==> src/pkg/sat_pkg.sv <==
/*
 * Constants and carrier types for the synchronous adapter timeout and gating block.
 * Assumes a host that reaches the block by byte-wide I/O reads and writes.
 */
package sat_pkg;
    localparam logic [9:0] ADDR_STATUS_PRI  = 10'h3a0;
    localparam logic [9:0] ADDR_GATING_PRI  = 10'h3a1;
    localparam logic [9:0] ADDR_CLKWRAP_PRI = 10'h3a2;
    localparam logic [9:0] ADDR_STATUS_ALT  = 10'h380;
    localparam logic [9:0] ADDR_GATING_ALT  = 10'h381;
    localparam logic [9:0] ADDR_CLKWRAP_ALT = 10'h382;
    localparam logic [9:0] ADDR_TIMER_CTL   = 10'h3a7;
    localparam logic [9:0] ADDR_CNT0        = 10'h3a4;
    localparam logic [9:0] ADDR_CNT1        = 10'h3a5;
    localparam logic [9:0] ADDR_CNT2        = 10'h3a6;
    localparam logic [9:0] ALT_OFFSET       = 10'h020;
    // Port A bit positions.
    localparam int A_TXCLK = 2;
    localparam int A_RXCLK = 3;
    localparam int A_TRANSMITTER_READY = 4;
    localparam int A_TMR2  = 6;
    localparam int A_TMR1  = 7;
    // Port B bit positions.
    localparam int B_SCRST = 4;
    localparam int B_GATE2 = 5;
    localparam int B_GATE1 = 6;
    localparam int B_IRQ4G = 7;
    // Port C bit positions.
    localparam int C_INTCLK = 0;
    localparam int C_EXTCLK = 1;
    localparam int C_WRAP   = 2;
    localparam int C_IRQDIS = 3;
    localparam int C_RXD    = 4;
    localparam int C_TMR0   = 5;
    localparam int C_TESTN  = 6;
    localparam int C_TYPEN  = 7;
    localparam logic [7:0] GATING_RESET  = 8'h00;
    localparam logic [3:0] CLKWRAP_RESET = 4'h8;
    localparam logic       ADAPTER_TYPE  = 1'b0;
    localparam logic [1:0] SEL_ILLEGAL   = 2'b11;
    localparam logic [15:0] CNT_ONE      = 16'h0001;
    localparam logic [3:0] BCD_NINE      = 4'h9;

    typedef enum logic [1:0] {
        SAT_RL_LATCH = 2'b00,
        SAT_RL_LSB   = 2'b01,
        SAT_RL_MSB   = 2'b10,
        SAT_RL_BOTH  = 2'b11
    } sat_rl_t;

    typedef struct packed {
        logic [1:0] counter_select;
        sat_rl_t    access_select;
        logic [2:0] count_mode;
        logic       bcd;
    } sat_ctl_t;

    typedef struct packed {
        logic       rd;
        logic       wr;
        logic [9:0] addr;
        logic [7:0] wdata;
    } sat_io_t;
endpackage

==> src/logic/sat_top.sv <==
/*
 * Gating ports and inactivity timeout counters of a synchronous adapter.
 * Assumes I/O strobes are single-cycle and synchronous to clk; serial controller is outside.
 */
`timescale 1ns/10ps
//
// Overview of operation
// - Counter zero is not used for timeouts; only counters one and two time out.
// - Counters one and two raise level four interrupt at terminal count.
// - Control word decodes select, read/load, mode and decimal fields.
// - Select codes 00, 01, 10 address counters; 11 is illegal, ignored.
// - Read/load: 00 latch, 10 high only, 01 low only, 11 low then high.
// - Port A shows clock activity, transmitter ready and timer outputs.
// - Port B drives controller reset, timer gates and interrupt routing gate.
// - Port C outputs gate clocks and wrap; inputs show receive data, timer 0.
// - Port C bit written 0 enables timer, level six and level three interrupts.
// - Port C inputs read 0 for test indicate and for adapter type.
// - Alternate configuration decodes the three ports at 380, 381, 382.
// - Counters advance at half the system clock.
// - Timer 1 output on port A bit 7, timer 2 on bit 6.
// - Decimal select: 0 binary sixteen bit, 1 four decade decimal.
module sat_top
    import sat_pkg::*;
(
    input  wire logic             clk,
    input  wire logic             rst_b,
    input  wire sat_pkg::sat_io_t io,
    input  wire logic             alt_select,
    input  wire logic             tx_clk_in,
    input  wire logic             rx_clk_in,
    input  wire logic             transmitter_ready,
    input  wire logic             receiver_ready,
    input  wire logic             irq6_src,
    input  wire logic             rx_data_in,
    input  wire logic             timer0_out,
    input  wire logic             test_indicate_b,
    output logic [7:0]            rdata_ff,
    output logic                  sc_reset_ff,
    output logic                  int_clk_gate_ff,
    output logic                  ext_clk_gate_ff,
    output logic                  wrap_ff,
    output logic                  irq4_ff,
    output logic                  irq3_ff,
    output logic                  irq6_ff
);
    import sat_pkg::*;

    logic [7:0]  gating_ff;
    logic [3:0]  clkwrap_ff;
    logic        half_ff;
    sat_ctl_t    ctl_ff [1:2];
    logic [15:0] count_ff [1:2];
    logic [15:0] latch_ff [1:2];
    logic        latched_ff [1:2];
    logic        hi_next_ff [1:2];
    logic        rd_hi_ff [1:2];
    logic        out_ff [1:2];
    logic        armed_ff [1:2];
    logic [7:0]  lo_hold_ff [1:2];
    logic        alt_cfg_ff;
    logic [15:0] view_w [1:2];
    logic [9:0]  a_base;
    logic        hit_a;
    logic        hit_b;
    logic        hit_c;
    logic        hit_ctl;
    sat_ctl_t    wctl;

    // Alternate strap is sampled by a clocked process after reset release.
    always_ff @(posedge clk or negedge rst_b) begin
        if (!rst_b) begin
            alt_cfg_ff <= 1'b0;
        end else begin
            alt_cfg_ff <= alt_select;
        end
    end

    // Port address decode for primary or alternate placement.
    always_comb begin
        a_base  = alt_cfg_ff ? ADDR_STATUS_ALT : ADDR_STATUS_PRI;
        hit_a   = io.addr == a_base;
        hit_b   = io.addr == (alt_cfg_ff ? ADDR_GATING_ALT : ADDR_GATING_PRI);
        hit_c   = io.addr == (alt_cfg_ff ? ADDR_CLKWRAP_ALT : ADDR_CLKWRAP_PRI);
        hit_ctl = io.addr == ADDR_TIMER_CTL;
        wctl    = sat_ctl_t'(io.wdata);
    end

    // Output ports B and C hold their written values.
    always_ff @(posedge clk or negedge rst_b) begin
        if (!rst_b) begin
            gating_ff  <= GATING_RESET;
            clkwrap_ff <= CLKWRAP_RESET;
        end else begin
            if (io.wr && hit_b) begin
                gating_ff <= io.wdata;
            end
            if (io.wr && hit_c) begin
                clkwrap_ff <= io.wdata[3:0];
            end
        end
    end

    // Counters advance on every other system clock.
    always_ff @(posedge clk or negedge rst_b) begin
        if (!rst_b) begin
            half_ff <= 1'b0;
        end else begin
            half_ff <= ~half_ff;
        end
    end

    // Counter one and two programming and counting; counter zero lives elsewhere.
    for (genvar n = 1; n <= 2; n++) begin : g_cnt
        logic        gate;
        logic        wr_cnt;
        logic        rd_cnt;
        logic        zero;
        logic [15:0] dec;
        logic [15:0] load;
        assign gate   = (n == 1) ? gating_ff[B_GATE1] : gating_ff[B_GATE2];
        assign wr_cnt = io.wr && io.addr == ((n == 1) ? ADDR_CNT1 : ADDR_CNT2);
        assign rd_cnt = io.rd && io.addr == ((n == 1) ? ADDR_CNT1 : ADDR_CNT2);
        assign zero   = count_ff[n] == CNT_ONE;
        // Readback sees the latched snapshot while one is pending.
        assign view_w[n] = latched_ff[n] ? latch_ff[n] : count_ff[n];

        // Decrement, with a decade borrow chain in decimal mode.
        always_comb begin
            dec = count_ff[n] - CNT_ONE;
            if (ctl_ff[n].bcd) begin
                dec = count_ff[n];
                for (int d = 0; d < 4; d++) begin
                    if (count_ff[n][4*d +: 4] != 4'h0) begin
                        dec[4*d +: 4] = count_ff[n][4*d +: 4] - 4'h1;
                        break;
                    end
                    dec[4*d +: 4] = BCD_NINE;
                end
            end
        end

        // Byte staging for the selected load format.
        always_comb begin
            load = {io.wdata, io.wdata};
            unique case (ctl_ff[n].access_select)
                SAT_RL_LSB:  load = {8'h00, io.wdata};
                SAT_RL_MSB:  load = {io.wdata, 8'h00};
                SAT_RL_BOTH: load = {io.wdata, lo_hold_ff[n]};
                SAT_RL_LATCH: load = count_ff[n];
            endcase
        end

        always_ff @(posedge clk or negedge rst_b) begin
            if (!rst_b) begin
                ctl_ff[n]     <= '0;
                count_ff[n]   <= '0;
                latch_ff[n]   <= '0;
                latched_ff[n] <= 1'b0;
                hi_next_ff[n] <= 1'b0;
                rd_hi_ff[n]   <= 1'b0;
                out_ff[n]     <= 1'b0;
                armed_ff[n]   <= 1'b0;
                lo_hold_ff[n] <= 8'h00;
            end else begin
                // Select code 11 is ignored, as is counter 0.
                if (io.wr && hit_ctl && wctl.counter_select == 2'(n)) begin
                    if (wctl.access_select == SAT_RL_LATCH) begin
                        latch_ff[n]   <= count_ff[n];
                        latched_ff[n] <= 1'b1;
                        rd_hi_ff[n]   <= 1'b0;
                    end else begin
                        ctl_ff[n]     <= wctl;
                        hi_next_ff[n] <= 1'b0;
                        rd_hi_ff[n]   <= 1'b0;
                        out_ff[n]     <= 1'b0;
                        armed_ff[n]   <= 1'b0;
                    end
                end else if (wr_cnt) begin
                    if (ctl_ff[n].access_select == SAT_RL_BOTH && !hi_next_ff[n]) begin
                        lo_hold_ff[n] <= io.wdata;
                        hi_next_ff[n] <= 1'b1;
                        out_ff[n]     <= 1'b0;
                        armed_ff[n]   <= 1'b0;
                    end else begin
                        count_ff[n]   <= load;
                        hi_next_ff[n] <= 1'b0;
                        out_ff[n]     <= 1'b0;
                        armed_ff[n]   <= 1'b1;
                    end
                end else if (half_ff && gate && armed_ff[n]) begin
                    count_ff[n] <= dec;
                    if (zero) begin
                        out_ff[n]   <= 1'b1;
                        armed_ff[n] <= 1'b0;
                    end
                end
                if (rd_cnt) begin
                    if (ctl_ff[n].access_select == SAT_RL_BOTH) begin
                        rd_hi_ff[n] <= ~rd_hi_ff[n];
                    end
                    if (ctl_ff[n].access_select != SAT_RL_BOTH || rd_hi_ff[n]) begin
                        latched_ff[n] <= 1'b0;
                    end
                end
            end
        end
    end

    // Read data mux for ports and counter readback.
    always_ff @(posedge clk or negedge rst_b) begin
        if (!rst_b) begin
            rdata_ff <= 8'h00;
        end else if (io.rd) begin
            rdata_ff <= 8'h00;
            if (hit_a) begin
                rdata_ff[A_TXCLK] <= tx_clk_in;
                rdata_ff[A_RXCLK] <= rx_clk_in;
                rdata_ff[A_TRANSMITTER_READY] <= transmitter_ready;
                rdata_ff[A_TMR2]  <= out_ff[2];
                rdata_ff[A_TMR1]  <= out_ff[1];
            end else if (hit_b) begin
                rdata_ff <= gating_ff;
            end else if (hit_c) begin
                rdata_ff[3:0]     <= clkwrap_ff;
                rdata_ff[C_RXD]   <= rx_data_in;
                rdata_ff[C_TMR0]  <= timer0_out;
                rdata_ff[C_TESTN] <= test_indicate_b;
                rdata_ff[C_TYPEN] <= ADAPTER_TYPE;
            end else begin
                for (int k = 1; k <= 2; k++) begin
                    if (io.addr == ((k == 1) ? ADDR_CNT1 : ADDR_CNT2)) begin
                        unique case (ctl_ff[k].access_select)
                            SAT_RL_MSB:  rdata_ff <= view_w[k][15:8];
                            SAT_RL_BOTH: rdata_ff <= rd_hi_ff[k] ? view_w[k][15:8] : view_w[k][7:0];
                            default:     rdata_ff <= view_w[k][7:0];
                        endcase
                    end
                end
            end
        end
    end

    // Outputs and gated interrupt requests.
    always_ff @(posedge clk or negedge rst_b) begin
        if (!rst_b) begin
            sc_reset_ff     <= 1'b0;
            int_clk_gate_ff <= 1'b0;
            ext_clk_gate_ff <= 1'b0;
            wrap_ff         <= 1'b0;
            irq4_ff         <= 1'b0;
            irq3_ff         <= 1'b0;
            irq6_ff         <= 1'b0;
        end else begin
            sc_reset_ff     <= gating_ff[B_SCRST];
            int_clk_gate_ff <= clkwrap_ff[C_INTCLK];
            ext_clk_gate_ff <= clkwrap_ff[C_EXTCLK];
            wrap_ff         <= clkwrap_ff[C_WRAP];
            irq4_ff <= transmitter_ready | (!clkwrap_ff[C_IRQDIS] && gating_ff[B_IRQ4G]
                       && (out_ff[1] | out_ff[2]));
            irq3_ff <= receiver_ready && !clkwrap_ff[C_IRQDIS];
            irq6_ff <= irq6_src && !clkwrap_ff[C_IRQDIS];
        end
    end

    // A written terminal count gives a low output at once.
    property p_load_low;
        @(posedge clk) disable iff (!rst_b)
        (io.wr && io.addr == ADDR_CNT1 && ctl_ff[1].access_select != SAT_RL_BOTH)
            |=> !out_ff[1];
    endproperty
    a_load_low: assert property (p_load_low) else $error("timer 1 not low after load");

    property p_timeout_irq;
        @(posedge clk) disable iff (!rst_b)
        ($rose(out_ff[2]) && gating_ff[B_IRQ4G] && !clkwrap_ff[C_IRQDIS]) |=> irq4_ff;
    endproperty
    a_timeout_irq: assert property (p_timeout_irq) else $error("no level 4 on timeout");

    property p_irq_block;
        @(posedge clk) disable iff (!rst_b)
        clkwrap_ff[C_IRQDIS] |=> !irq3_ff;
    endproperty
    a_irq_block: assert property (p_irq_block) else $error("level 3 not blocked");

    property p_half_rate;
        @(posedge clk) disable iff (!rst_b)
        (count_ff[1] != $past(count_ff[1]) && !$past(io.wr) && !io.wr)
            |=> count_ff[1] == $past(count_ff[1]);
    endproperty
    a_half_rate: assert property (p_half_rate) else $error("counter ran at full rate");

    property p_gate_hold;
        @(posedge clk) disable iff (!rst_b)
        (!gating_ff[B_GATE2] && !io.wr) |=> $stable(count_ff[2]);
    endproperty
    a_gate_hold: assert property (p_gate_hold) else $error("counter 2 ran ungated");

    property p_illegal_sel;
        @(posedge clk) disable iff (!rst_b)
        (io.wr && io.addr == ADDR_TIMER_CTL && io.wdata[7:6] == SEL_ILLEGAL)
            |=> $stable(ctl_ff[1]) && $stable(ctl_ff[2]);
    endproperty
    a_illegal_sel: assert property (p_illegal_sel) else $error("illegal select accepted");

    property p_type_bit;
        @(posedge clk) disable iff (!rst_b)
        (io.rd && hit_c) |=> rdata_ff[C_TYPEN] == ADAPTER_TYPE;
    endproperty
    a_type_bit: assert property (p_type_bit) else $error("adapter type bit wrong");

    property p_port_b;
        @(posedge clk) disable iff (!rst_b)
        (io.wr && hit_b) |=> ##1 sc_reset_ff == $past(io.wdata[B_SCRST], 2);
    endproperty
    a_port_b: assert property (p_port_b) else $error("controller reset not driven");
endmodule

==> config.mk <==
export PLATFORM = sky130hd
export DESIGN_NAME = sat_top
export DESIGN_NICKNAME = d
export VERILOG_FILES = /design/src/pkg/sat_pkg.sv /design/src/logic/sat_top.sv
export SDC_FILE = /design/constraint.sdc
export NUM_CORES = 1
export LEC_CHECK = 0
export CAP_MARGIN = 40
export CORE_UTILIZATION = 40
export CTS_CLUSTER_SIZE = 40
export DETAILED_ROUTE_END_ITERATION = 8
export DONT_BUFFER_PORTS = 1
export MAX_ROUTING_LAYER = met4
export SETUP_SLACK_MARGIN = 0.5
export SYNTH_ARGS = -nofsm -noshare
export SYNTH_HDL_FRONTEND = slang
export SYNTH_SLANG_ARGS = --single-unit
export TNS_END_PERCENT = 10
==> constraint.sdc <==
create_clock -name clk -period 2.4 [get_ports clk]
set_input_delay 0.12 -clock clk [delete_from_list [all_inputs] [get_ports clk]]
set_output_delay 0.12 -clock clk [all_outputs]
set_load 0.02 [all_outputs]
==> results of run 1 <==
final timing paths:
path	start	end	slack (ns)	cells past startpoint
max in group asynchronous	rst_b	clkwrap_ff[3]	2.65	0
min	rst_b	lo_hold_ff[0]	-0.59	0
max reg2reg	count_ff[6]	count_ff[11]	0.38	5
max	count_ff[6]	count_ff[11]	0.38	5
min reg2reg	gating_ff[4]	sc_reset_ff	0.40	0
min in group clk	io[19]	rdata_ff[2]	-0.02	3
final cells by class:
type / count / share of cell area, %
multi-input cells: 495 / 45.5
flip-flops and latches: 125 / 35.8
repair buffers: 86 / 8.04
clock buffers: 17 / 4.85
well taps: 225 / 3.21
clock inverters: 15 / 1.67
inverters: 20 / 0.941
where the power goes:
part           leakage, nW  total [mW]  switching, mW  internal (mW)
Clock                0.276        2.50           1.12           1.38
Sequential            1.62        2.16         0.0293           2.13
Combinational         1.65       0.152         0.0835         0.0681
routing by layer:
layer / up-vias / wire (um) / track usage (%)
met1: 3250 / 10300 / 37.0
met5: - / 0 / -
met2: 321 / 10500 / 38.9
met4: 0 / 1020 / 12.8
li1: 2805 / - / -
met3: 62 / 1880 / 6.26
flip-flops by register name, summed over array words and instances, names as in the netlist:
signal,count
alt_cfg_ff,1
hi_next_ff,2
gating_ff,8
count_ff,32
irq6_ff,1
rdata_ff,8
half_ff,1
wrap_ff,1
sc_reset_ff,1
out_ff,2
armed_ff,2
ctl_ff,6
ext_clk_gate_ff,1
lo_hold_ff,16
int_clk_gate_ff,1
latch_ff,32
irq4_ff,1
irq3_ff,1
latched_ff,2
clkwrap_ff,4
rd_hi_ff,2
cells by family after synthesis:
| kind of cell | count (synthesis) | share of synthesized area [%] |
|---|---|---|
| AOI/OAI and AO/OA | 208 | 20.1 |
| and+or+nand+nor | 189 | 14.4 |
| DFF | 125 | 43.5 |
| muxes | 91 | 16.7 |
| buffers and inverters | 76 | 4.19 |
| adders and majority gates | 6 | 1.04 |
| xor gates and xnor gates | 1 | 0.122 |
metrics by stage:
stage	hold slack, ns	setup slack, ns
2_1_floorplan	-0.176	0.421
3_5_place_dp	-0.163	0.163
3_3_place_gp	-0.162	0.218
5_1_grt	-0.623	0.344
4_1_cts	-0.620	0.391
6_report	-0.594	0.383
worst max-delay path, cell delays in order (launching register included):
cell	delay (ns)
dfrtp_2	0.45
or4_4	0.63
o21ai_1	0.15
nand3b_1	0.11
a211o_1	0.31
a22o_1	0.24
cells in the final DEF, fill, tap and decap left out, drive strengths merged, types with 7 or more instances in the layout:
cell | netlist | layout
a21oi | 28 | 28
and3 | 7 | 7
o211ai | 7 | 7
buf | 13 | 62
o22ai | 9 | 9
mux4 | 16 | 16
a22oi | 12 | 12
clkbuf | 43 | 17
a31oi | 23 | 23
nor4 | 8 | 8
nor2b | 10 | 10
nand3 | 20 | 20
nand2 | 33 | 33
dfrtp | 124 | 124
or4 | 9 | 9
dlygate4sd3 | 0 | 24
nor3 | 32 | 32
a221oi | 12 | 12
o21ai | 43 | 43
inv | 20 | 30
o31ai | 12 | 12
mux2 | 70 | 70
nor2 | 33 | 33
nand2b | 7 | 7
repair_timing:
item / CTS / global route
gates resized for setup: 27 / 32
hold buffers: 19 / 5
endpoints found under the hold margin: 184 / 133
endpoints found under the setup margin: 42 / 48
setup buffers: 3 / 12
pin swaps: 3 / 8
==> impl_metrics.prom, run 1 <==
# TYPE chip_impl_metric gauge
chip_impl_metric{name="timing.final.crit_period",unit="ns"} 2.02
chip_impl_info{name="tritoncts",value="built"} 1
chip_impl_metric{name="floorplan.die.height",unit="um"} 136
chip_impl_metric{name="detail-route-antenna-nets",unit=""} 0
chip_impl_metric{name="final_min_period_over_clock_period",unit="%"} 84.0
chip_impl_metric{name="yosys_register_bits",unit=""} 125
chip_impl_metric{name="multi_input_area",unit="sq mm"} 0.00399
chip_impl_metric{name="io_pins",unit=""} 46
chip_impl_info{name="crit_path_end_kind",value="register"} 1
chip_impl_metric{name="post_drt_via_cell_ratio",unit=""} 6.55
chip_impl_metric{name="cts_max_path_buffers",unit=""} 2
chip_impl_info{name="setup.worst_path.start_class",value="register"} 1
chip_impl_metric{name="critPathRequiredTime",unit="ns"} 2.70
chip_impl_info{name="yosys_most_used_dff",value="dfrtp_1"} 1
chip_impl_metric{name="cts_max_level",unit=""} 4
chip_impl_metric{name="finalPower",unit="mW"} 4.81
chip_impl_info{name="failed_checks",value="negative hold slack"} 1
chip_impl_metric{name="timing.hold.ws",unit="ns"} -0.594
chip_impl_info{name="synth.top_cells.by_area",value="dfrtp_1 43%, mux2_2 11%, mux4_2 5.0%"} 1
chip_impl_metric{name="drt_iter0_drc",unit=""} 810
chip_impl_metric{name="coreArea",unit="sq mm"} 0.0174
chip_impl_metric{name="detail_route.first_pass.iterations",unit=""} 5
chip_impl_metric{name="placement.io_buffers",unit=""} 0
chip_impl_metric{name="final_design_area_excluding_fillers",unit="sq mm"} 0.00877
chip_impl_metric{name="setup_tns",unit="ns"} 0
chip_impl_metric{name="power_density",unit="mW/mm^2"} 548
chip_impl_metric{name="fin_worst_skew",unit="ns"} 0.00885
chip_impl_metric{name="antenna_found_initial",unit=""} 0
chip_impl_info{name="synth.cells.most_frequent",value="124 x dfrtp_1, 68 x mux2_2, 43 x clkbuf_1"} 1
chip_impl_metric{name="drive_above_1_share",unit="%"} 32.5
chip_impl_metric{name="place_area",unit="sq mm"} 0.00764
chip_impl_metric{name="nets",unit=""} 782
chip_impl_metric{name="clock_sink_count",unit=""} 125
chip_impl_metric{name="setup_viol",unit=""} 0
chip_impl_metric{name="netlist_area",unit="sq mm"} 0.00719
chip_impl_metric{name="antenna_cells",unit=""} 0
chip_impl_info{name="synth.most_common_cell",value="dfrtp_1"} 1
chip_impl_metric{name="leakagePower",unit="nW"} 3.55
chip_impl_metric{name="ir_worst_vdd",unit="uV"} 487
chip_impl_info{name="synth_top_cell_by_area",value="dfrtp_1"} 1
chip_impl_metric{name="die_area",unit="sq mm"} 0.0185
chip_impl_metric{name="number_of_fill_cells_in_the_layout",unit=""} 1551
chip_impl_info{name="worst_path_class_setup",value="reg -> reg"} 1
chip_impl_metric{name="synth.avg_cell_area",unit="sq um"} 10.3
chip_impl_metric{name="gr-usage-all-layers",unit="%"} 27.5
chip_impl_metric{name="number_of_non_filler_instances_in_the_completed_layout",unit=""} 983
chip_impl_metric{name="synth.lib_cells_used.distinct",unit=""} 70
chip_impl_metric{name="globalRouteOverflowTotal",unit=""} 0
chip_impl_metric{name="path_clk_slew",unit="ns"} 0.06
chip_impl_metric{name="pin_slew_with_the_least_headroom_to_its_limit",unit="ns"} 0.726
chip_impl_metric{name="area_delta_synth_final",unit="%"} 22.0
chip_impl_metric{name="die_x",unit="um"} 136
chip_impl_metric{name="max_clock_freq",unit="GHz"} 0.496
chip_impl_metric{name="pin_count_of_the_biggest_net_entering_global_routing",unit=""} 126
chip_impl_metric{name="final-max-slew-violation-count",unit=""} 0
chip_impl_metric{name="slew-limit-headroom",unit="%"} 51.4
chip_impl_info{name="ctsRootBufferMaster",value="clkbuf_16"} 1
chip_impl_metric{name="synth_warnings",unit=""} 0
chip_impl_metric{name="postSynthNetCount",unit=""} 733
chip_impl_metric{name="insertion_delay",unit="ns"} 0.43
chip_impl_metric{name="synthesis.instances",unit=""} 696
chip_impl_metric{name="initial_utilization",unit="%"} 41.3
chip_impl_metric{name="synth-edff-count",unit=""} 0
chip_impl_metric{name="std_cell_rows",unit=""} 48
chip_impl_info{name="hold_path_class",value="in -> async"} 1
chip_impl_metric{name="grt_pass1_vias",unit=""} 6222
chip_impl_metric{name="maxCapViolCount",unit=""} 0
chip_impl_metric{name="detail_route.wl_per_cell",unit="um"} 24.1
chip_impl_metric{name="cts_made_buffers",unit=""} 17
chip_impl_metric{name="critical_path_peak_fanout",unit=""} 7
chip_impl_metric{name="final_core_utilization",unit="%"} 50.4
chip_impl_metric{name="drc_errors",unit=""} 0
chip_impl_metric{name="final_hpwl_from_detailed_placement",unit="um"} 15400
chip_impl_info{name="rsz0062_at_grt",value="true"} 1
chip_impl_metric{name="vias",unit=""} 6438
chip_impl_metric{name="synth-async-reset-ratio",unit="%"} 100
chip_impl_metric{name="wirelength",unit="um"} 23700
chip_impl_metric{name="cp.arrival",unit="ns"} 2.32
chip_impl_metric{name="fraction_of_synthesized_cell_area_taken_by_the_top_area_cell_type",unit="%"} 43.1
chip_impl_metric{name="finalWeightedCongestion",unit=""} 0.946
chip_impl_metric{name="report.final.hold_viol_count",unit=""} 126
chip_impl_metric{name="regArea",unit="sq mm"} 0.00314
chip_impl_metric{name="global_route_wire_length_before_repair",unit="um"} 36600
chip_impl_metric{name="synth_seq_area_share",unit="%"} 43.5
chip_impl_metric{name="dpl.cell_count",unit=""} 912
chip_impl_info{name="result_of_the_run",value="finished with violations"} 1
(Power assumes the default switching activity.)
==> inputs of run 2 (changes only) <==
==> constraint.sdc (replaced) <==
create_clock -name clk -period 2.04 [get_ports clk]
set_input_delay 0.102 -clock clk [delete_from_list [all_inputs] [get_ports clk]]
set_output_delay 0.102 -clock clk [all_outputs]
set_load 0.02 [all_outputs]
==> run 2 against run 1 <==
  * The flow still finishes with violations (negative hold slack)
  * Core utilization increased by 3.1 points
  * Non-clock buffer count increased by 41
  * Clock skew decreased by 0.0042 ns
  * Critical path depth decreased by 1
  * Hold slack got worse by 0.017 ns
  * Largest power group unchanged
==> impl_metrics.prom, run 2 (synthesis results as in run 1) <==
# TYPE chip_impl_metric gauge
chip_impl_metric{name="number_of_fill_cells_in_the_layout",unit=""} 1486
chip_impl_metric{name="post_drt_via_cell_ratio",unit=""} 6.34
chip_impl_metric{name="initial_utilization",unit="%"} 41.3
chip_impl_metric{name="detail_route.wl_per_cell",unit="um"} 22.9
chip_impl_metric{name="ir_worst_vdd",unit="uV"} 546
chip_impl_metric{name="detail-route-antenna-nets",unit=""} 0
chip_impl_metric{name="final-max-slew-violation-count",unit=""} 0
chip_impl_info{name="crit_path_end_kind",value="register"} 1
chip_impl_info{name="setup.worst_path.start_class",value="register"} 1
chip_impl_metric{name="antenna_found_initial",unit=""} 0
chip_impl_metric{name="fin_worst_skew",unit="ns"} 0.00467
chip_impl_metric{name="layout_setup_ws",unit="ns"} 0.0918
chip_impl_metric{name="vias",unit=""} 6497
chip_impl_metric{name="placement.io_buffers",unit=""} 0
chip_impl_info{name="rsz0062_at_grt",value="true"} 1
chip_impl_metric{name="wirelength",unit="um"} 23400
chip_impl_metric{name="antenna_cells",unit=""} 0
chip_impl_metric{name="slowest_delay",unit="ns"} 0.60
chip_impl_info{name="layout.cells.most_common",value="dfrtp_1"} 1
chip_impl_metric{name="cts_made_buffers",unit=""} 17
chip_impl_metric{name="pin_slew_with_the_least_headroom_to_its_limit",unit="ns"} 0.938
chip_impl_info{name="crit_chain",value="or4_4 > or4_4 > a31oi_1 > o22ai_1"} 1
chip_impl_metric{name="critical_path_peak_fanout",unit=""} 3
chip_impl_metric{name="detail_route.first_pass.iterations",unit=""} 7
chip_impl_metric{name="cts_max_level",unit=""} 4
chip_impl_metric{name="place_ws",unit="ns"} -0.0263
chip_impl_info{name="crit_path_frequent_cell",value="or4_4"} 1
chip_impl_metric{name="drive_above_1_share",unit="%"} 37.5
chip_impl_metric{name="critPathRequiredTime",unit="ns"} 2.33
chip_impl_metric{name="power_density",unit="mW/mm^2"} 623
chip_impl_metric{name="drt_iter0_drc",unit=""} 639
chip_impl_metric{name="area_delta_synth_final",unit="%"} 29.5
chip_impl_info{name="result_of_the_run",value="finished with violations"} 1
chip_impl_metric{name="maxCapViolCount",unit=""} 0
chip_impl_metric{name="r2r_setup_slack",unit="ns"} 0.09
chip_impl_metric{name="io_pins",unit=""} 46
chip_impl_metric{name="floorplan.die.height",unit="um"} 136
chip_impl_metric{name="coreArea",unit="sq mm"} 0.0174
chip_impl_metric{name="insertion_delay",unit="ns"} 0.42
chip_impl_info{name="hold_path_class",value="in -> async"} 1
chip_impl_metric{name="global_route_wire_length_before_repair",unit="um"} 36000
chip_impl_metric{name="report.final.hold_viol_count",unit=""} 125
chip_impl_metric{name="clock_sink_count",unit=""} 125
chip_impl_info{name="worst_path_class_setup",value="reg -> reg"} 1
chip_impl_info{name="failed_checks",value="negative hold slack"} 1
chip_impl_metric{name="timing.final.crit_period",unit="ns"} 1.95
chip_impl_info{name="ctsRootBufferMaster",value="clkbuf_16"} 1
chip_impl_metric{name="gr-usage-all-layers",unit="%"} 26.7
chip_impl_info{name="most_used_cells_in_the_layout_excluding_fill_and_tap_cells",value="121 x dfrtp_1, 99 x buf_4, 68 x mux2_2, 31 x nand2_1, 28 x o21ai_0"} 1
chip_impl_metric{name="die_x",unit="um"} 136
chip_impl_metric{name="setup_viol",unit=""} 0
chip_impl_metric{name="cts_max_path_buffers",unit=""} 2
chip_impl_metric{name="finalWeightedCongestion",unit=""} 0.913
chip_impl_metric{name="path_clk_slew",unit="ns"} 0.06
chip_impl_metric{name="final_hpwl_from_detailed_placement",unit="um"} 15500
chip_impl_info{name="tritoncts",value="built"} 1
chip_impl_metric{name="final_min_period_over_clock_period",unit="%"} 95.5
chip_impl_metric{name="pin_count_of_the_biggest_net_entering_global_routing",unit=""} 126
chip_impl_metric{name="cp.arrival",unit="ns"} 2.24
chip_impl_metric{name="slew-limit-headroom",unit="%"} 37.3
chip_impl_info{name="biggestRegsByFlops",value="count_ff: 32 flops, latch_ff: 32 flops, lo_hold_ff: 16 flops"} 1
chip_impl_metric{name="globalRouteOverflowTotal",unit=""} 0
chip_impl_metric{name="grt_pass1_vias",unit=""} 6313
chip_impl_metric{name="leakagePower",unit="nW"} 3.86
chip_impl_metric{name="max_clock_freq",unit="GHz"} 0.513
chip_impl_metric{name="std_cell_rows",unit=""} 48
chip_impl_metric{name="cts_hold_buf",unit=""} 19
chip_impl_info{name="critical-path-slowest-cell",value="or4_4"} 1
chip_impl_metric{name="nets",unit=""} 823
chip_impl_metric{name="drc_errors",unit=""} 0
chip_impl_metric{name="die_area",unit="sq mm"} 0.0185
chip_impl_metric{name="timing.hold.ws",unit="ns"} -0.612
## run 2: changes by cell type in the layout (fill, tap and decap cells not counted), moves of 4 or more
cell and change:
buf_12 +5, buf_6 +4, dfrtp_1 +7, dfrtp_2 -7, buf_4 +37, dlygate4sd3_1 -5
inv_8 -4, inv_6 -5
## run 2: repair_timing
action	CTS	global route
setup endpoints to repair	64	73
gates resized for setup	32	47
buffers inserted	4	15
endpoints found under the hold margin	183	125
pin swaps	11	18
## run 2: critical path: cells and delay by family, from the launching register on
kind,cells,cell delay [ns]
DFF,1,0.42
AOI/OAI and AO/OA,2,0.27
and+or+nand+nor,2,1.13
## run 2: worst paths after layout
kind / from / endpoint / depth (start not counted)
worst max-delay path: count_ff[10] / armed_ff[0] / 4
worst min-delay path: rst_b / count_ff[6] / 0
worst max register to register: count_ff[10] / armed_ff[0] / 4
worst min register to register: clkwrap_ff[0] / int_clk_gate_ff / 0
max in group asynchronous: rst_b / clkwrap_ff[3] / 0
min in group clk: io[8] / rdata_ff[5] / 4
## run 2: layout make-up
type | instances | area, sq um | share of cell area, %
Sequential cell | 125 | 3130 | 33.7
Clock buffer | 19 | 433 | 4.65
Inverter | 20 | 77.6 | 0.833
Timing Repair Buffer | 127 | 1080 | 11.6
Clock inverter | 13 | 166 | 1.79
Multi-Input combinational cell | 495 | 4140 | 44.5
Tap cell | 225 | 282 | 3.02
## run 2: report_power, final
group          internal (mW)  switching [mW]
clock network           1.93            1.15
registers               2.50          0.0320
logic                 0.0885           0.103
total                   4.52            1.29
## run 2: stage by stage
| step | cell area (sq um) | power [mW] | utilization [%] | TNS (ns) | std cells |
|---|---|---|---|---|---|
| 6_report | 9310 | 5.80 | 53.5 | 0 | 1024 |
| 5_1_grt | 9310 | 5.96 | 53.5 | 0 | 1024 |
| 4_1_cts | 8990 | 5.84 | 51.6 | 0 | 1009 |
| 3_5_place_dp | 8030 | 2.69 | 46.1 | -0.151 | 954 |
| 3_3_place_gp | 8030 | 2.69 | 46.1 | 0 | 954 |
| 2_1_floorplan | 7270 | 2.68 | - | 0 | 696 |
## run 2: metal layers
layer | global-route usage [%] | part of all wire [%] | vias up | wire length [um]
met3 | 6.34 | 9.0 | 61 | 2110
met1 | 35.9 | 44 | 3253 | 10200
met4 | 12.0 | 3.3 | 0 | 762
met5 | - | 0 | - | 0
met2 | 37.8 | 44 | 309 | 10300
li1 | - | - | 2874 | -
==> inputs of run 3 (changes only) <==
--- a/config.mk
+++ b/config.mk
@@ -6,6 +6,7 @@
 export NUM_CORES = 1
 export LEC_CHECK = 0
 export CAP_MARGIN = 40
+export CORE_ASPECT_RATIO = 0.5
 export CORE_UTILIZATION = 40
 export CTS_CLUSTER_SIZE = 40
 export DETAILED_ROUTE_END_ITERATION = 8
==> constraint.sdc (replaced) <==
create_clock -name clk -period 1.9 [get_ports clk]
set_input_delay 0.095 -clock clk [delete_from_list [all_inputs] [get_ports clk]]
set_output_delay 0.095 -clock clk [all_outputs]
set_load 0.02 [all_outputs]
==> run 3 against run 2 <==
  * Flip-flop and latch count is the same
  * Setup slack got worse by 0.16 ns
  * Power rose by 6.0%
  * First-iteration DRC count shrank 16%
  * Sequential power rose by 7%
  * Via count increased by 1.1%
  * Core utilization grew 3.2 points
  * Combinational power grew 23%
  * Cell count increased by 2.0%
  * Fmax decreased by 1.2%
  * Critical endpoint is now count_ff[23]
  * Global-route usage increased by 0.80 points
  * The flow finishes with violations (negative hold slack, negative setup slack)
  * Routed wire length grew 2.6%
==> impl_metrics.prom, run 3 (synthesis results as in run 1) <==
# TYPE chip_impl_metric gauge
chip_impl_info{name="result_of_the_run",value="finished with violations"} 1
chip_impl_info{name="failed_checks",value="negative hold slack, negative setup slack"} 1
chip_impl_metric{name="nets",unit=""} 836
chip_impl_metric{name="vias",unit=""} 6568
chip_impl_metric{name="fin_worst_skew",unit="ns"} 0.0134
chip_impl_metric{name="final_min_period_over_clock_period",unit="%"} 104
chip_impl_metric{name="floorplan.die.height",unit="um"} 96.8
chip_impl_metric{name="timing.hold.ws",unit="ns"} -0.626
chip_impl_metric{name="slew-limit-headroom",unit="%"} 39.1
chip_impl_metric{name="antenna_cells",unit=""} 0
chip_impl_info{name="tritoncts",value="built"} 1
chip_impl_metric{name="number_of_non_filler_instances_in_the_completed_layout",unit=""} 1044
chip_impl_info{name="layout.cells.most_common",value="dfrtp_1"} 1
chip_impl_metric{name="internal_power",unit="mW"} 4.81
chip_impl_metric{name="final_hpwl_from_detailed_placement",unit="um"} 14900
chip_impl_metric{name="clock_power_share",unit="%"} 51.9
chip_impl_metric{name="post_drt_via_cell_ratio",unit=""} 6.29
chip_impl_metric{name="switching_share",unit="%"} 21.8
chip_impl_metric{name="die_area",unit="sq mm"} 0.0186
chip_impl_metric{name="power_density",unit="mW/mm^2"} 621
chip_impl_metric{name="die_x",unit="um"} 192
chip_impl_metric{name="drt_iter0_drc",unit=""} 538
chip_impl_metric{name="global_route_wire_length_before_repair",unit="um"} 37800
chip_impl_info{name="worst_path_class_setup",value="reg -> reg"} 1
chip_impl_metric{name="cts_max_path_buffers",unit=""} 2
chip_impl_info{name="rsz0062_at_grt",value="true"} 1
chip_impl_info{name="setup.worst_path.start_class",value="register"} 1
chip_impl_metric{name="path_clk_slew",unit="ns"} 0.06
chip_impl_metric{name="detail-route-antenna-nets",unit=""} 0
chip_impl_metric{name="maxCapViolCount",unit=""} 0
chip_impl_metric{name="clock_sink_count",unit=""} 125
chip_impl_metric{name="initial_utilization",unit="%"} 41.1
chip_impl_info{name="biggestRegsByFlops",value="count_ff: 32 flops, latch_ff: 32 flops, lo_hold_ff: 16 flops"} 1
chip_impl_metric{name="pin_count_of_the_biggest_net_entering_global_routing",unit=""} 126
chip_impl_metric{name="std_cell_rows",unit=""} 34
chip_impl_metric{name="finalPower",unit="mW"} 6.15
chip_impl_metric{name="final-max-slew-violation-count",unit=""} 0
chip_impl_metric{name="critPathRequiredTime",unit="ns"} 2.24
chip_impl_metric{name="cp.arrival",unit="ns"} 2.31
chip_impl_metric{name="io_pins",unit=""} 46
chip_impl_metric{name="count_of_cells_along_the_worst_register_to_register_path",unit=""} 7
chip_impl_metric{name="max_clock_freq",unit="GHz"} 0.507
chip_impl_metric{name="layout_setup_ws",unit="ns"} -0.0712
chip_impl_info{name="worst_r2r_start",value="count_ff[16]"} 1
chip_impl_metric{name="gr-usage-all-layers",unit="%"} 27.5
chip_impl_metric{name="wirelength",unit="um"} 24000
chip_impl_metric{name="grt_pass1_vias",unit=""} 6760
chip_impl_metric{name="coreArea",unit="sq mm"} 0.0175
chip_impl_info{name="critical_path.reg2reg.endpoint",value="count_ff[23]"} 1
chip_impl_info{name="ctsRootBufferMaster",value="clkbuf_16"} 1
chip_impl_metric{name="cts_hold_buf",unit=""} 19
chip_impl_metric{name="final_core_utilization",unit="%"} 56.7
chip_impl_metric{name="p_sw",unit="mW"} 1.34
chip_impl_metric{name="critical_path_peak_fanout",unit=""} 3
chip_impl_info{name="hold_path_class",value="in -> async"} 1
chip_impl_metric{name="cts_max_level",unit=""} 4
chip_impl_metric{name="setup_viol",unit=""} 5
chip_impl_metric{name="r2r_setup_slack",unit="ns"} -0.07
chip_impl_metric{name="drive_above_1_share",unit="%"} 43.7
chip_impl_metric{name="report.final.hold_viol_count",unit=""} 126
chip_impl_metric{name="area_delta_synth_final",unit="%"} 37.8
chip_impl_metric{name="insertion_delay",unit="ns"} 0.42
chip_impl_metric{name="placement.io_buffers",unit=""} 0
chip_impl_metric{name="share_seq_of_total_power",unit="%"} 44.3
chip_impl_metric{name="leakagePower",unit="nW"} 4.09
chip_impl_metric{name="finalWeightedCongestion",unit=""} 0.955
chip_impl_metric{name="detail_route.wl_per_cell",unit="um"} 23.0
chip_impl_metric{name="combPwrFrac",unit="%"} 3.8
chip_impl_metric{name="detail_route.first_pass.iterations",unit=""} 5
chip_impl_metric{name="cts_made_buffers",unit=""} 17
chip_impl_info{name="crit_path_end_kind",value="register"} 1
chip_impl_metric{name="globalRouteOverflowTotal",unit=""} 0
chip_impl_metric{name="drc_errors",unit=""} 0
chip_impl_metric{name="setup_tns",unit="ns"} -0.195
chip_impl_metric{name="antenna_found_initial",unit=""} 3
chip_impl_info{name="most_used_cells_in_the_layout_excluding_fill_and_tap_cells",value="120 x dfrtp_1, 92 x buf_4, 39 x mux2_2, 31 x mux2_4, 26 x nand2_1"} 1
chip_impl_metric{name="pin_slew_with_the_least_headroom_to_its_limit",unit="ns"} 0.913
chip_impl_metric{name="timing.final.crit_period",unit="ns"} 1.97
chip_impl_metric{name="ir_worst_vdd",unit="uV"} 716
chip_impl_metric{name="number_of_fill_cells_in_the_layout",unit=""} 1438
chip_impl_metric{name="dpl.cell_count",unit=""} 987
-- run 3: repair_timing --
action                                  in CTS  in global routing
endpoints found under the setup margin     105                 74
pin swaps                                   72                 63
endpoints found under the hold margin      184                125
setup buffers                                6                  2
resized for setup                          135                 51
-- run 3: how the worst max path moves through the flow --
stage / cells after the start / endpoint / start / slack, ns
final: 7 / count_ff[23] / count_ff[16] / -0.07
after global routing: 7 / count_ff[23] / count_ff[16] / -0.13
after CTS: 8 / count_ff[22] / count_ff[17] / -0.06
after detailed placement: 7 / count_ff[22] / count_ff[16] / -0.09
after global placement: 7 / count_ff[29] / count_ff[16] / -0.07
after floorplan: 7 / count_ff[29] / count_ff[21] / -0.04
-- run 3: power by group through the flow --
stage               registers [mW]  clock network [mW]  logic [mW]
finish                        2.72                3.19       0.236
global route                  2.72                3.34       0.249
CTS                           2.72                3.21       0.216
detailed placement            2.77                   0       0.126
global placement              2.77                   0       0.125
floorplan                     2.76                   0       0.112
-- run 3: routing by layer --
metal,GRT usage (%),vias to the layer above,routed length (um)
met3,6.20,72,1600
met4,12.4,0,1040
met5,-,-,0
met1,35.2,3340,10200
met2,41.6,257,11200
li1,-,2899,-
-- run 3: final cells by class --
| class | count | area, sq um | area share (%) |
|---|---|---|---|
| multi-input combinational | 495 | 4550 | 45.9 |
| sequential | 125 | 3130 | 31.6 |
| timing repair buffer | 140 | 1290 | 13.0 |
| clock buffer | 23 | 478 | 4.82 |
| tap | 234 | 293 | 2.95 |
| clock inverter | 7 | 88.8 | 0.897 |
| inverter | 20 | 75.1 | 0.758 |
-- run 3: through the flow --
step	hold slack, ns	setup slack, ns	instance area [sq um]
finish	-0.626	-0.0712	9910
global route	-0.639	-0.133	9910
CTS	-0.636	-0.0595	9640
detailed placement	-0.197	-0.0879	8270
global placement	-0.195	-0.0667	8270
floorplan	-0.201	-0.0424	7280
-- run 3: worst max-delay path, cell delays in order, from the launching register on --
cell and delay (ns):
dfrtp_1 0.42, buf_6 0.13, or4_4 0.43, a2111oi_2 0.36, buf_4 0.17, nor2_1 0.04, nor3_1 0.15, a2bb2oi_1 0.18
